$ cat config.mk
export PLATFORM = sky130hd
export DESIGN_NAME = tch_cfg_regs
export DESIGN_NICKNAME = d
export VERILOG_FILES = /design/src/tch_pkg.sv /design/src/tch_cmd_seq.sv /design/src/tch_cfg_regs.sv
export VERILOG_INCLUDE_DIRS = /design/src
export SDC_FILE = /design/constraint.sdc
export NUM_CORES = 1
export LEC_CHECK = 0
export ABC_AREA = 1
export BUFFER_PORTS_ARGS = -buffer_cell sky130_fd_sc_hd__buf_2
export CELL_PAD_IN_SITES_DETAIL_PLACEMENT = 0
export CELL_PAD_IN_SITES_GLOBAL_PLACEMENT = 1
export CORE_UTILIZATION = 28
export DETAILED_ROUTE_END_ITERATION = 8
export GPL_TIMING_DRIVEN = 0
export PLACE_DENSITY = 0.86
export REMOVE_ABC_BUFFERS = 1
export SLEW_MARGIN = 25
export SYNTH_ARGS = -nofsm -noshare
export SYNTH_HDL_FRONTEND = slang
export SYNTH_SLANG_ARGS = --single-unit
$ cat constraint.sdc
create_clock -name ref_clk_in -period 1.6 [get_ports ref_clk_in]
set_input_delay 0.32 -clock ref_clk_in [delete_from_list [all_inputs] [get_ports ref_clk_in]]
set_output_delay 0.32 -clock ref_clk_in [all_outputs]
set_load 0.01 [all_outputs]
$ cat src/tch_regs.svh
// Register offsets, field positions, reset values, auto reset periods in seconds and the clock rate.
`ifndef TCH_REGS_SVH
`define TCH_REGS_SVH
`define TCH_OFF_MODE 8'h00
`define TCH_OFF_ADDR 8'h01
`define TCH_OFF_FEAT 8'h02
`define TCH_MODE_RESTORE_BIT 5
`define TCH_MODE_MATCH_BIT 4
`define TCH_MODE_SAVE_BIT 3
`define TCH_MODE_RST 8'h02
`define TCH_ADDR_RST 8'h37
`define TCH_FEAT_RST 8'h02
`define TCH_FEAT_AUTO_RESET_PERIOD_HI 3
`define TCH_FEAT_AUTO_RESET_PERIOD_LO 2
`define TCH_FEAT_AUTO_BIT 1
`define TCH_FEAT_NOISE_BIT 0
`define TCH_AUTO_RESET_PERIOD_SHORT_S 5
`define TCH_AUTO_RESET_PERIOD_LONG_S 20
`define TCH_CLK_HZ 200000000
`endif

$ cat src/tch_pkg.sv
// Types shared by the touch configuration register block.
package tch_pkg;
    typedef enum logic [2:0] {
        TCH_MODE_NORMAL = 3'h0,
        TCH_MODE_LED_CFG = 3'h1,
        TCH_MODE_DEV_CFG = 3'h2,
        TCH_MODE_LINE_TEST = 3'h3,
        TCH_MODE_DEBUG = 3'h4
    } tch_mode_type;

    // One register access from the serial slave front end.
    typedef struct packed {
        logic wr;
        logic rd;
        logic [7:0] addr;
        logic [7:0] wdata;
    } tch_req_type;

    // Settings presented to the sensing logic.
    typedef struct packed {
        logic [2:0] mode;
        logic mode_valid;
        logic [6:0] slave_addr;
        logic [1:0] auto_reset_period;
        logic auto_threshold;
        logic noise_immunity_level;
    } tch_cfg_type;
endpackage : tch_pkg

$ cat src/tch_cmd_seq.sv
// Sequencer for write_clear commands: restore and save handshakes.
`timescale 1ns/100ps
`default_nettype none
module tch_cmd_seq (
    // Clock and reset.
    input wire logic ref_clk_in,
    input wire logic reset_in,
    // Command start pulse and external completion.
    input wire logic start_in,
    input wire logic done_in,
    // Request level and busy bit.
    output logic req_out,
    output logic busy_out
);
    import tch_pkg::*;

    typedef enum logic [1:0] {TCH_SEQ_IDLE, TCH_SEQ_REQ, TCH_SEQ_WAIT}
        tch_seq_type;
    tch_seq_type state_reg;
    tch_seq_type state_next;

    // =================================================================
    // Next state: request held until the operation reports completion.
    always_comb begin
        state_next = state_reg;
        case (state_reg)
            TCH_SEQ_IDLE: begin
                if (start_in) begin
                    state_next = TCH_SEQ_REQ;
                end
            end
            TCH_SEQ_REQ: begin
                if (done_in) begin
                    state_next = TCH_SEQ_IDLE;
                end else begin
                    state_next = TCH_SEQ_WAIT;
                end
            end
            TCH_SEQ_WAIT: begin
                if (done_in) begin
                    state_next = TCH_SEQ_IDLE;
                end
            end
            default: begin
                state_next = TCH_SEQ_IDLE;
            end
        endcase
    end

    // State register.
    always_ff @(posedge ref_clk_in or posedge reset_in) begin
        if (reset_in) begin
            state_reg <= TCH_SEQ_IDLE;
        end else begin
            state_reg <= state_next;
        end
    end

    assign req_out = (state_reg != TCH_SEQ_IDLE);
    assign busy_out = (state_reg != TCH_SEQ_IDLE);
endmodule : tch_cmd_seq
`default_nettype wire

$ cat src/tch_cfg_regs.sv
// Host configuration registers of the ten-button touch controller.
`timescale 1ns/100ps
`default_nettype none
`include "tch_regs.svh"

module tch_cfg_regs #(
    parameter int unsigned CLK_HZ = `TCH_CLK_HZ
) (
    // Clock and reset.
    input wire logic ref_clk_in,
    input wire logic reset_in,
    // Register access from the serial slave front end.
    input wire tch_pkg::tch_req_type req_in,
    output logic [7:0] rdata_out,
    // Checksum comparison from the configuration engine.
    input wire logic [15:0] host_checksum_in,
    input wire logic [15:0] calc_checksum_in,
    // Storage and restore handshakes.
    output logic save_req_out,
    input wire logic save_done_in,
    output logic restore_req_out,
    input wire logic restore_done_in,
    // Restored working values supplied by the defaults table.
    input wire logic [7:0] default_addr_in,
    input wire logic [7:0] default_feat_in,
    // Settings and derived timing to the sensing logic.
    output tch_pkg::tch_cfg_type cfg_out,
    output logic [31:0] auto_reset_cycles_out
);
    import tch_pkg::*;

    localparam logic [31:0] SHORT_CYCLES =
        32'(`TCH_AUTO_RESET_PERIOD_SHORT_S * CLK_HZ);
    localparam logic [31:0] LONG_CYCLES =
        32'(64'(`TCH_AUTO_RESET_PERIOD_LONG_S) * 64'(CLK_HZ));

    // =================================================================
    // Register state.
    logic [2:0] mode_reg;
    logic [6:0] addr_reg;
    logic [3:0] feat_reg;
    logic match_reg;
    logic [7:0] rdata_reg;
    logic save_busy;
    logic restore_busy;

    // =================================================================
    // Address decode.
    wire hit_mode = req_in.addr == `TCH_OFF_MODE;
    wire hit_addr = req_in.addr == `TCH_OFF_ADDR;
    wire hit_feat = req_in.addr == `TCH_OFF_FEAT;
    wire wr_mode = req_in.wr && hit_mode;
    wire wr_addr = req_in.wr && hit_addr;
    wire wr_feat = req_in.wr && hit_feat;
    wire save_start = wr_mode && req_in.wdata[`TCH_MODE_SAVE_BIT];
    wire restore_start =
        wr_mode && req_in.wdata[`TCH_MODE_RESTORE_BIT];

    // Returns the cycle count for an auto reset code; zero means no limit.
    function automatic logic [31:0] auto_reset_period_cycles(input logic [1:0] code);
        case (code)
            2'h2: auto_reset_period_cycles = SHORT_CYCLES;
            2'h3: auto_reset_period_cycles = LONG_CYCLES;
            default: auto_reset_period_cycles = 32'h0;
        endcase
    endfunction : auto_reset_period_cycles

    // =================================================================
    // Command sequencers, one per write_clear bit.
    tch_cmd_seq u_save_seq (
        .ref_clk_in(ref_clk_in),
        .reset_in(reset_in),
        .start_in(save_start),
        .done_in(save_done_in),
        .req_out(save_req_out),
        .busy_out(save_busy)
    );

    tch_cmd_seq u_restore_seq (
        .ref_clk_in(ref_clk_in),
        .reset_in(reset_in),
        .start_in(restore_start),
        .done_in(restore_done_in),
        .req_out(restore_req_out),
        .busy_out(restore_busy)
    );

    // =================================================================
    // Mode field. Invalid codes are stored as written; the host owns
    // their consequences, and mode_valid lets the core ignore them.
    always_ff @(posedge ref_clk_in or posedge reset_in) begin
        if (reset_in) begin
            mode_reg <= 3'(`TCH_MODE_RST);
        end else if (wr_mode) begin
            mode_reg <= req_in.wdata[2:0];
        end
    end

    // Address and feature fields. A restore reloads only these working
    // copies; storage itself is untouched by this path.
    always_ff @(posedge ref_clk_in or posedge reset_in) begin
        if (reset_in) begin
            addr_reg <= 7'(`TCH_ADDR_RST);
            feat_reg <= 4'(`TCH_FEAT_RST);
        end else if (restore_busy && restore_done_in) begin
            addr_reg <= default_addr_in[6:0];
            feat_reg <= default_feat_in[3:0];
        end else begin
            if (wr_addr) begin
                addr_reg <= req_in.wdata[6:0];
            end
            if (wr_feat) begin
                feat_reg <= req_in.wdata[3:0];
            end
        end
    end

    // Checksum flag follows the comparison only; host writes never land.
    always_ff @(posedge ref_clk_in or posedge reset_in) begin
        if (reset_in) begin
            match_reg <= 1'b1;
        end else begin
            match_reg <= host_checksum_in == calc_checksum_in;
        end
    end

    // =================================================================
    // Read mux. Command bits read as one while busy and drop on their
    // own when the sequencer returns idle.
    wire [7:0] mode_view = {2'h0, restore_busy, match_reg, save_busy,
        mode_reg};
    wire [7:0] rdata_next = hit_mode ? mode_view :
        hit_addr ? {1'b0, addr_reg} :
        hit_feat ? {4'h0, feat_reg} : 8'h00;

    always_ff @(posedge ref_clk_in or posedge reset_in) begin
        if (reset_in) begin
            rdata_reg <= 8'h00;
        end else if (req_in.rd) begin
            rdata_reg <= rdata_next;
        end
    end

    // =================================================================
    // Settings out.
    assign rdata_out = rdata_reg;
    assign cfg_out.mode = mode_reg;
    assign cfg_out.mode_valid = mode_reg <= 3'h4;
    assign cfg_out.slave_addr = addr_reg;
    assign cfg_out.auto_reset_period = feat_reg[3:2];
    assign cfg_out.auto_threshold = feat_reg[1];
    assign cfg_out.noise_immunity_level = feat_reg[0];
    assign auto_reset_cycles_out = auto_reset_period_cycles(feat_reg[3:2]);
endmodule : tch_cfg_regs
`default_nettype wire

### Word-level counts from Yosys, hierarchy flattened

Cells that the tools add are included.

| operators by class | value |
|---|---|
| $lt $le $gt $ge | 1 |
| equality and inequality tests | 13 |
| multiplexer cells | 16 |
| reduce and logical (&&, ||, !) cells | 15 |

Operators with widths:

| kind | number |
|---|---|
| $pmux 32 s2 | 1 |
| $mux 7 | 4 |
| $eq 16x16->1 | 1 |
| $mux 2 | 6 |
| $mux 4 | 3 |
| $pmux 2 s3 | 2 |
| $eq 2x2->1 const B | 4 |
| $eq 8x1->1 const B | 1 |
| $eq 8x2->1 const B | 1 |
| $logic_not 8->1 | 1 |
| $ne 2x2->1 const B | 4 |
| $reduce_bool 2->1 | 4 |
| $logic_and 1x1->1 | 6 |
| $eq 2x1->1 const B | 2 |
| $logic_not 2->1 | 2 |
| $reduce_and 2->1 | 2 |
| $le 3x3->1 const B | 1 |

| word-level totals | value |
|---|---|
| bits in registers | 27 |
| input bits | 70 |
| word-level logic and storage cells | 52 |

### Logic depth before layout (Yosys ltp)

Gate-level depths: netlist of run 1.

| logic depth | value |
|---|---|
| depth in word-level cells | 5 |
| mapped depth | 8 |

### Hierarchy

A second synthesis of run 1 with hierarchy kept.

| second synthesis, totals | value |
|---|---|
| cell total of the unflattened synthesis | 267 |
| area total of the unflattened synthesis | 1975.6 sq um |

By module, submodules not included:

| module | times used | cells an instance | area an instance (sq um) |
|---|---|---|---|
| tch_cfg_regs | 1 | 241 | 1770.4 |
| tch_cmd_seq | 2 | 13 | 102.6 |

### Worst setup path after synthesis of run 1

OpenSTA, ideal clock, no wires.

| timing | value |
|---|---|
| kind | reg2out |
| from | reg feat_reg[3] |
| to | out auto_reset_cycles_out[14] |
| data arrival time | 1.038 ns |
| path slack | 0.242 ns |
| stages on the path, launching flop included | 4 |
| cells stage by stage | dfrtp_1 inv_1 nor2_1 buf_4 |

| on the way | value |
|---|---|
| cells in the longest elaborated chain, start to end | 2 |
| elaborated cells between the ends (all ways) | 3 |
| classes of those cells | eq/ne (2); mux (1) |

RTL lines:

| what | RTL line | source |
|---|---|---|
| start: declaration | tch_cfg_regs.sv:41 | `logic [3:0] feat_reg;` |
| start signal: assignment | tch_cfg_regs.sv:104 | `` feat_reg <= 4'(`TCH_FEAT_RST); `` |
| start signal: assignment | tch_cfg_regs.sv:107 | `feat_reg <= default_feat_in[3:0];` |
| start signal: assignment | tch_cfg_regs.sv:113 | `feat_reg <= req_in.wdata[3:0];` |
| $eq 2x2->1 | tch_cfg_regs.sv:61 | `case (code)` |
| $pmux 32 s2 * | tch_cfg_regs.sv:61 |  |
| end: declaration | tch_cfg_regs.sv:28 | `output logic [31:0] auto_reset_cycles_out` |

Every way passes the cells marked *; elsewhere a longest branch is shown, timed or not.

### Worst setup path after layout of run 1

| timing | value |
|---|---|
| from | reg u_restore_seq.state_reg[0] |
| to | out restore_req_out |

| on the way | value |
|---|---|
| cells in the longest elaborated chain, start to end | 1 |

RTL lines:

| what | RTL line | source |
|---|---|---|
| start: declaration | tch_cmd_seq.sv:19 | `tch_seq_type state_reg;` |
| start signal: assignment | tch_cmd_seq.sv:55 | `state_reg <= state_next;` |
| $reduce_bool 2->1 | tch_cmd_seq.sv:59 | `assign req_out = (state_reg != TCH_SEQ_IDLE);` |
| end: declaration | tch_cfg_regs.sv:21 | `output logic restore_req_out,` |

Every way passes these cells.

==> results_dict.tcl, run 1 <==
set metrics [dict create \
    status "finished with violations" \
    violations "design-rule violations" \
    whs_ps 81.67 \
    slew_violations 0 \
    wire_per_inst_um 11.07 \
    synth_top_family_by_area "simple AND/OR/NAND/NOR gates" \
    start_util_pct 29.48 \
    synth_top_area_share_pct 23.79 \
    worst_ep_required_time_ps 1280 \
    tns_ps 0 \
    dp.cells 417 \
    setup.worst_path.start_class "register" \
    nets 415 \
    path_class "reg2out" \
    yosys_register_bits 26 \
    slew_headroom_pct 64.21 \
    stdcell_area_sq_um 2340 \
    drv_cap 0 \
    port_buffers 107 \
    vias_per_cell 4.352 \
    period_needed_ps 1488 \
    dp_hpwl_mm 3.819 \
    p_leak_nw 1.344 \
    drtAntennaViolNets 0 \
    fin_skew_ps 1.936 \
    cts_buffer_depth 2 \
    core_area_sq_um 6422 \
    max_slew.worst_pin.slew_ps 536.0 \
    yosysWarnings 0 \
    grt_pass1_wl_mm 7.803 \
    post_cts_buffers 0 \
    reg2regPathDepth 6 \
    peakVddDrop_mv 0.3448 \
    drt_iter0_drc 85 \
    crit_path_end_kind "output port" \
    synth_compound_area_share_pct 3.635 \
    synthCells 258 \
    clk_pin_slew_ps 90 \
    synth_mux_area_share_pct 0 \
    overflow 0 \
    root_buffer "clkbuf_8" \
    final_common_cell "buf_2" \
    cts_tree "built" \
    grt_max_degree 27 \
    regArea_sq_um 661.9 \
    drtPass1Iterations 6 \
    ys_seq_area_share_pct 34.90 \
    drc 10 \
    place_congestion 0.8115 \
    first_global_vias 1681 \
    fmax_mhz 672.2 \
    yosys.area_share.simple_pct 35.89 \
    p_per_area_nw_per_um2 710.8 \
    numCtsBuffers 3 \
    synth_cell_types 27 \
    area_growth_syn_to_layout_pct 23.60 \
    cts_sinks 26 \
    arrival_ps 1170 \
    power.total_mw 1.663 \
    layout.cells.non_filler 421 \
    die-area_sq_um 7094 \
    htree_levels 1 \
    worstPathMaxFanout 15 \
    synthAdderAreaFrac_pct 0 \
    r2r_start "u_restore_seq.state_reg[0]" \
    die_x_um 84.23 \
    synthTopCellsByArea "dfrtp_1 (24%), nand2_1 (16%), buf_4 (12%), dfstp_2 (11%), nand3_1 (9.3%)" \
    postPlaceCellArea_sq_um 2278 \
    mostFrequentLayoutCells "buf_2 (107), nand2_1 (81), nand3_1 (35)" \
    antenna_cells 0 \
    antenna_found_initial 0 \
    timing.final.ws_setup_ps 112.4 \
    rsz0062_at_grt "no" \
    die_h_um 84.23 \
    reg2reg_to "feat_reg[3]" \
    setup_viol 0 \
    grt_use_total_pct 13.45 \
    nFillCells 716 \
    place_ws_ps 81.78 \
    io_pins 127 \
    clkLatencyLatePin_ps 270 \
    drive_gt1_share_pct 39.53 \
    syn_avg_cell_area_sq_um 7.337 \
    netlist_area_sq_um 1893 \
    synth_xor_area_share_pct 6.015 \
    wl_mm 4.659 \
    hold_viol 0 \
    post-route-period-util_pct 92.98 \
    rows 29 \
    holdCritPathClass "in2async" \
    vias 1832 \
    regToRegSetupSlack_ps 360 \
    multiInputGateArea_sq_um 915.9 \
    yosysTopAreaCell "dfrtp_1" \
    utilization_pct 36.43 \
]
[cells by family (layout without fill, tap and decap cells)]
group	after synthesis	count (layout)
AO/OA/AOI/OAI	13	13
XOR/XNOR	13	13
buffers and inverters	57	131
flip-flops	26	26
other	1	13
AND/OR/NAND/NOR	148	148
[cell type report]
| cell class | count | area share, % |
|---|---|---|
| multi-input cells | 187 | 39.14 |
| clock buffers | 4 | 2.353 |
| inverters | 20 | 3.209 |
| flip-flops and latches | 26 | 28.29 |
| repair buffers | 107 | 22.89 |
| well taps | 77 | 4.118 |
[cell usage after synthesis]
library cell	number
nor3_1	2
or2_2	2
dfrtp_1	18
o21ai_1	3
buf_12	1
nand2_1	81
nand2_8	1
a21oi_2	1
nand3_1	35
nand2_4	1
buf_4	30
nand2_2	3
nor2_4	3
nor2_1	17
dfstp_2	8
conb_1	1
inv_1	19
buf_6	3
a21oi_1	7
clkbuf_1	2
nand4_1	1
inv_2	1
buf_2	1
nand3_4	1
xnor2_1	13
or2_1	1
o21ai_0	2
[per-layer routing]
metal / share of wire (%) / global-route usage [%] / up-vias
li1: - / - / 935
met1: 44 / 17.72 / 833
met2: 49 / 23.17 / 62
met3: 6.5 / 2.163 / 2
met4: 0.69 / 2.978 / 0
met5: 0 / 0 / -
[worst max-delay path: stages, from the launching register on]
cell and delay, ps:
dfrtp_1 390, or2_4 340, buf_2 170
[power breakdown]
part	total [mW]	switching (mW)	internal (mW)	leakage [nW]
clock	0.427	0.207	0.220	0.0288
combinational	0.470	0.263	0.206	0.998
sequential	0.766	0.0471	0.719	0.318
total	1.66	0.517	1.15	1.34
[worst max-delay path by stage]
stage	startpoint	to	cells past startpoint
6_report	u_restore_seq.state_reg[0]	restore_req_out	2
5_1_grt	feat_reg[3]	auto_reset_cycles_out[14]	3
4_1_cts	feat_reg[3]	auto_reset_cycles_out[14]	3
3_5_place_dp	u_restore_seq.state_reg[0]	feat_reg[0]	6
3_3_place_gp	u_restore_seq.state_reg[1]	feat_reg[3]	6
2_1_floorplan	feat_reg[3]	auto_reset_cycles_out[14]	2
[what timing repair did]
| action | 4_1_cts | 5_1_grt |
|---|---|---|
| endpoints found under the setup margin | 8 | 7 |
| resized for setup | 3 | 1 |
| hold buffers | 0 | 0 |
Note: power is estimated with default switching activity, not from simulation.
==> run 2: changes to the inputs <==
CORE_UTILIZATION = 30   (was 28)
HOLD_SLACK_MARGIN = 0.08   (was default)
PLACE_DENSITY = 0.91   (was 0.86)
clock period = 1.9 ns   (was 1.6 ns; I/O delays follow)
==> run 2 against run 1 <==
  * Flip-flop and latch count unchanged
  * Combinational power down 16%
  * The run now ends clean
  * Global-route usage up 0.69 points
==> results_dict.tcl, run 2 (synthesis gave the netlist of run 1 again) <==
set metrics [dict create \
    holdCritPathClass "in2async" \
    clk_pin_slew_ps 90 \
    cts_hold_buf 0 \
    r2r_start "u_restore_seq.state_reg[0]" \
    root_buffer "clkbuf_8" \
    start_util_pct 31.60 \
    drtPass1Iterations 4 \
    post-route-period-util_pct 91.86 \
    final_common_cell "buf_2" \
    area_growth_syn_to_layout_pct 23.13 \
    io_pins 127 \
    clkLatencyLatePin_ps 270 \
    cts_sinks 26 \
    die_x_um 81.44 \
    postPlaceCellArea_sq_um 2276 \
    rsz0062_at_grt "no" \
    power.total_mw 1.401 \
    cp_cell_sequence "or2_1 > buf_2" \
    path_class "reg2out" \
    htree_levels 1 \
    die-area_sq_um 6632 \
    fin_skew_ps 2.162 \
    slowest_delay_ps 460 \
    stdcell_area_sq_um 2331 \
    vias_per_cell 4.260 \
    fmax_mhz 572.9 \
    slowest_stage "or2_1" \
    whs_ps 137.1 \
    grt_use_total_pct 14.14 \
    crit_start "u_restore_seq.state_reg[0]" \
    p_leak_nw 1.345 \
    wire_per_inst_um 11.00 \
    period_needed_ps 1745 \
    numCtsBuffers 3 \
    cts_tree "built" \
    core_area_sq_um 5991 \
    mostFrequentLayoutCells "buf_2 (107), nand2_1 (81), nand3_1 (35)" \
    drc 0 \
    max_slew.worst_pin.slew_ps 609.4 \
    setup_viol 0 \
    worst_ep_required_time_ps 1520 \
    first_global_vias 1564 \
    nFillCells 643 \
    hold_viol 0 \
    dp_hpwl_mm 3.741 \
    arrival_ps 1370 \
    port_buffers 107 \
    rows 28 \
    slew_violations 0 \
    place_congestion 0.7814 \
    grt_pass1_wl_mm 7.182 \
    antenna_cells 0 \
    status "finished, final reports clean" \
    post_cts_buffers 0 \
    drv_cap 0 \
    p_per_area_nw_per_um2 601.1 \
    slew_headroom_pct 59.37 \
    drt_iter0_drc 88 \
    overflow 0 \
    worstPathMaxFanout 15 \
    grt_max_degree 27 \
    drtAntennaViolNets 0 \
    crit_path_end_kind "output port" \
    cts_buffer_depth 2 \
    nets 415 \
    die_h_um 81.44 \
    antenna_found_initial 0 \
    ctsResizeCount 0 \
    vias 1785 \
    wl_mm 4.607 \
    setup.worst_path.start_class "register" \
    drive_gt1_share_pct 38.66 \
    peakVddDrop_mv 0.2630 \
    tns_ps 0 \
]
run 2: cell counts in the layout (fill, tap and decap cells not counted):
Identical to the previous run, type by type.
run 2: critical path, delay by kind of cell (launching register included):
family | cells | cell delay [ps]
buf+inv | 1 | 250
simple gates | 1 | 460
flops | 1 | 380
run 2: final cells by class:
cell class	instances	area, sq um	area share [%]
clock buffer	4	55.05	2.362
multi-input combinational	187	910.9	39.08
inverter	20	75.07	3.221
tap	75	93.84	4.026
timing repair buffer	107	535.5	22.97
sequential	26	660.6	28.34
run 2: power by group:
group / switching (mW) / internal, mW
combinational: 0.221 / 0.172
sequential: 0.0410 / 0.605
clock: 0.176 / 0.186
run 2: per-layer routing:
metal  track usage [%]  share of wire, %  up-vias
met5                 0                 0        -
met4             3.214              0.35        0
met3             2.778               5.8        2
met2             23.25                48       54
met1             19.05                46      795
li1                  -                 -      934
run 2: path summary, 6_finish.rpt:
check	cells past startpoint	end	slack (ps)
min in group ref_clk_in	2	u_save_seq.state_reg[1]	240
worst min register to register	2	rdata_out[5]	490
max in group asynchronous	2	feat_reg[1]	1390
worst max register to register	6	feat_reg[3]	410
worst min-delay path	2	rdata_out[5]	140
worst max-delay path	2	restore_req_out	150
run 2: through the flow:
step	util [%]	setup slack, ps	std cells
finish	38.91	154.6	419
global route	38.91	11.75	419
detailed placement	37.99	416.5	415
CTS	38.91	144.3	419
floorplan	-	-269.9	233
global placement	37.99	429.3	415
==> run 3: changes to the inputs <==
GPL_TIMING_DRIVEN = default   (was 0)
==> run 3 against run 2 <==
  * Worst setup slack improved by 1.2 ps
  * Die area stayed put
  * First-iteration DRC count grew 32%
  * Combinational power about the same
  * Flip-flop and latch count unchanged
  * Global-route usage is 0.51 points higher
  * Sequential power hardly changed
  * Critical path depth is the same
  * Via count unchanged
  * Clock skew is 0.62 ps lower
  * Cell count increased by 0.24%
  * Largest cell class unchanged
==> results_dict.tcl, run 3 (synthesis gave the netlist of run 1 again) <==
set metrics [dict create \
    grt_use_total_pct 14.65 \
    drive_gt1_share_pct 38.55 \
    rsz0062_at_grt "no" \
    area_growth_syn_to_layout_pct 23.53 \
    overflow 0 \
    sw_frac_of_total_pct 31.20 \
    crit_path_end_kind "output port" \
    worstPathMaxFanout 15 \
    wl_mm 4.592 \
    post_cts_buffers 0 \
    path_class "reg2out" \
    fin_skew_ps 1.541 \
    tns_ps 0 \
    drc 0 \
    vias 1785 \
    holdCritPathClass "in2async" \
    regToRegSetupSlack_ps 420 \
    antenna_found_initial 0 \
    regArea_sq_um 660.6 \
    grt_max_degree 27 \
    p_per_area_nw_per_um2 599.4 \
    reg2regPathDepth 6 \
    post-route-period-util_pct 91.80 \
    drtPass1Iterations 4 \
    peakVddDrop_mv 0.3533 \
    grt_pass1_wl_mm 7.403 \
    clkLatencyLatePin_ps 270 \
    setup.worst_path.start_class "register" \
    dp_hpwl_mm 3.689 \
    vias_per_cell 4.250 \
    power_frac_comb_pct 28.1 \
    numCtsBuffers 3 \
    cts_hold_buf 0 \
    cts_buffer_depth 2 \
    setup_viol 0 \
    worst_ep_required_time_ps 1520 \
    clk_pin_slew_ps 90 \
    wire_per_inst_um 10.93 \
    root_buffer "clkbuf_8" \
    p_leak_nw 1.351 \
    intPower_mw 0.9644 \
    htree_levels 1 \
    p_seq_share_pct 46.0 \
    die_h_um 81.44 \
    start_util_pct 31.60 \
    drv_cap 0 \
    die_x_um 81.44 \
    nets 416 \
    cts_sinks 26 \
    mostFrequentLayoutCells "buf_2 (107), nand2_1 (81), nand3_1 (35)" \
    multiInputGateArea_sq_um 910.9 \
    arrival_ps 1360 \
    core_area_sq_um 5991 \
    first_global_vias 1557 \
    power_switching_mw 0.4374 \
    antenna_cells 0 \
    drtAntennaViolNets 0 \
    layout.cells.non_filler 420 \
    final_common_cell "buf_2" \
    slew_headroom_pct 59.61 \
    period_needed_ps 1744 \
    hold_viol 0 \
    place_congestion 0.8034 \
    slew_violations 0 \
    power.total_mw 1.402 \
    clkPwrFrac_pct 25.9 \
    rows 28 \
    max_slew.worst_pin.slew_ps 605.8 \
    die-area_sq_um 6632 \
    fmax_mhz 573.3 \
    io_pins 127 \
    status "finished, final reports clean" \
    ctsResizeCount 0 \
    cts_tree "built" \
    nFillCells 648 \
    port_buffers 107 \
    dp.cells 416 \
    drt_iter0_drc 116 \
]
run 3: changes by cell type in the layout (fill, tap and decap cells not counted), sizes merged:
cell / change
buf: +1
run 3: stage by stage:
step	utilization, %	area, sq um	worst slack [ps]	hold slack [ps]
floorplan	-	1647	-269.9	414.1
global placement	38.12	2283	438.8	451.8
detailed placement	38.12	2283	414.8	463.3
CTS	39.04	2338	137.0	165.5
global route	39.04	2338	16.92	189.6
finish	39.04	2338	155.8	151.7
run 3: power groups by stage:
stage | Sequential (mW) | Clock [mW] | Combinational, mW
global placement | 0.656 | 0 | 0.391
floorplan | 0.677 | 0 | 0.164
CTS | 0.646 | 0.371 | 0.399
finish | 0.645 | 0.362 | 0.394
global route | 0.652 | 0.398 | 0.447
detailed placement | 0.656 | 0 | 0.398
run 3: per-layer routing:
layer	up-vias	track usage, %	routed length [um]
li1	938	-	-
met1	781	20.26	2175
met2	58	22.17	2070
met3	8	3.556	274
met4	0	5.000	72
met5	-	0	0
run 3: final timing paths:
kind	start	end
worst max-delay path	u_restore_seq.state_reg[0]	restore_req_out
worst min-delay path	reset_in	rdata_out[5]
worst max register to register	u_restore_seq.state_reg[1]	feat_reg[0]
worst min register to register	rdata_out[4]	rdata_out[4]
max in group asynchronous	reset_in	addr_reg[1]
min in group ref_clk_in	save_done_in	u_save_seq.state_reg[1]
run 3: layout make-up:
type | instances | share of cell area, %
inverters | 20 | 3.210
flip-flops and latches | 26 | 28.25
clock buffers | 4 | 2.354
multi-input cells | 187 | 38.95
well taps | 75 | 4.013
repair buffers | 108 | 23.22
run 3: worst max-delay path, stage by stage, from the launching register on:
cell and delay (ps):
dfrtp_1 380, or2_1 460, buf_2 250
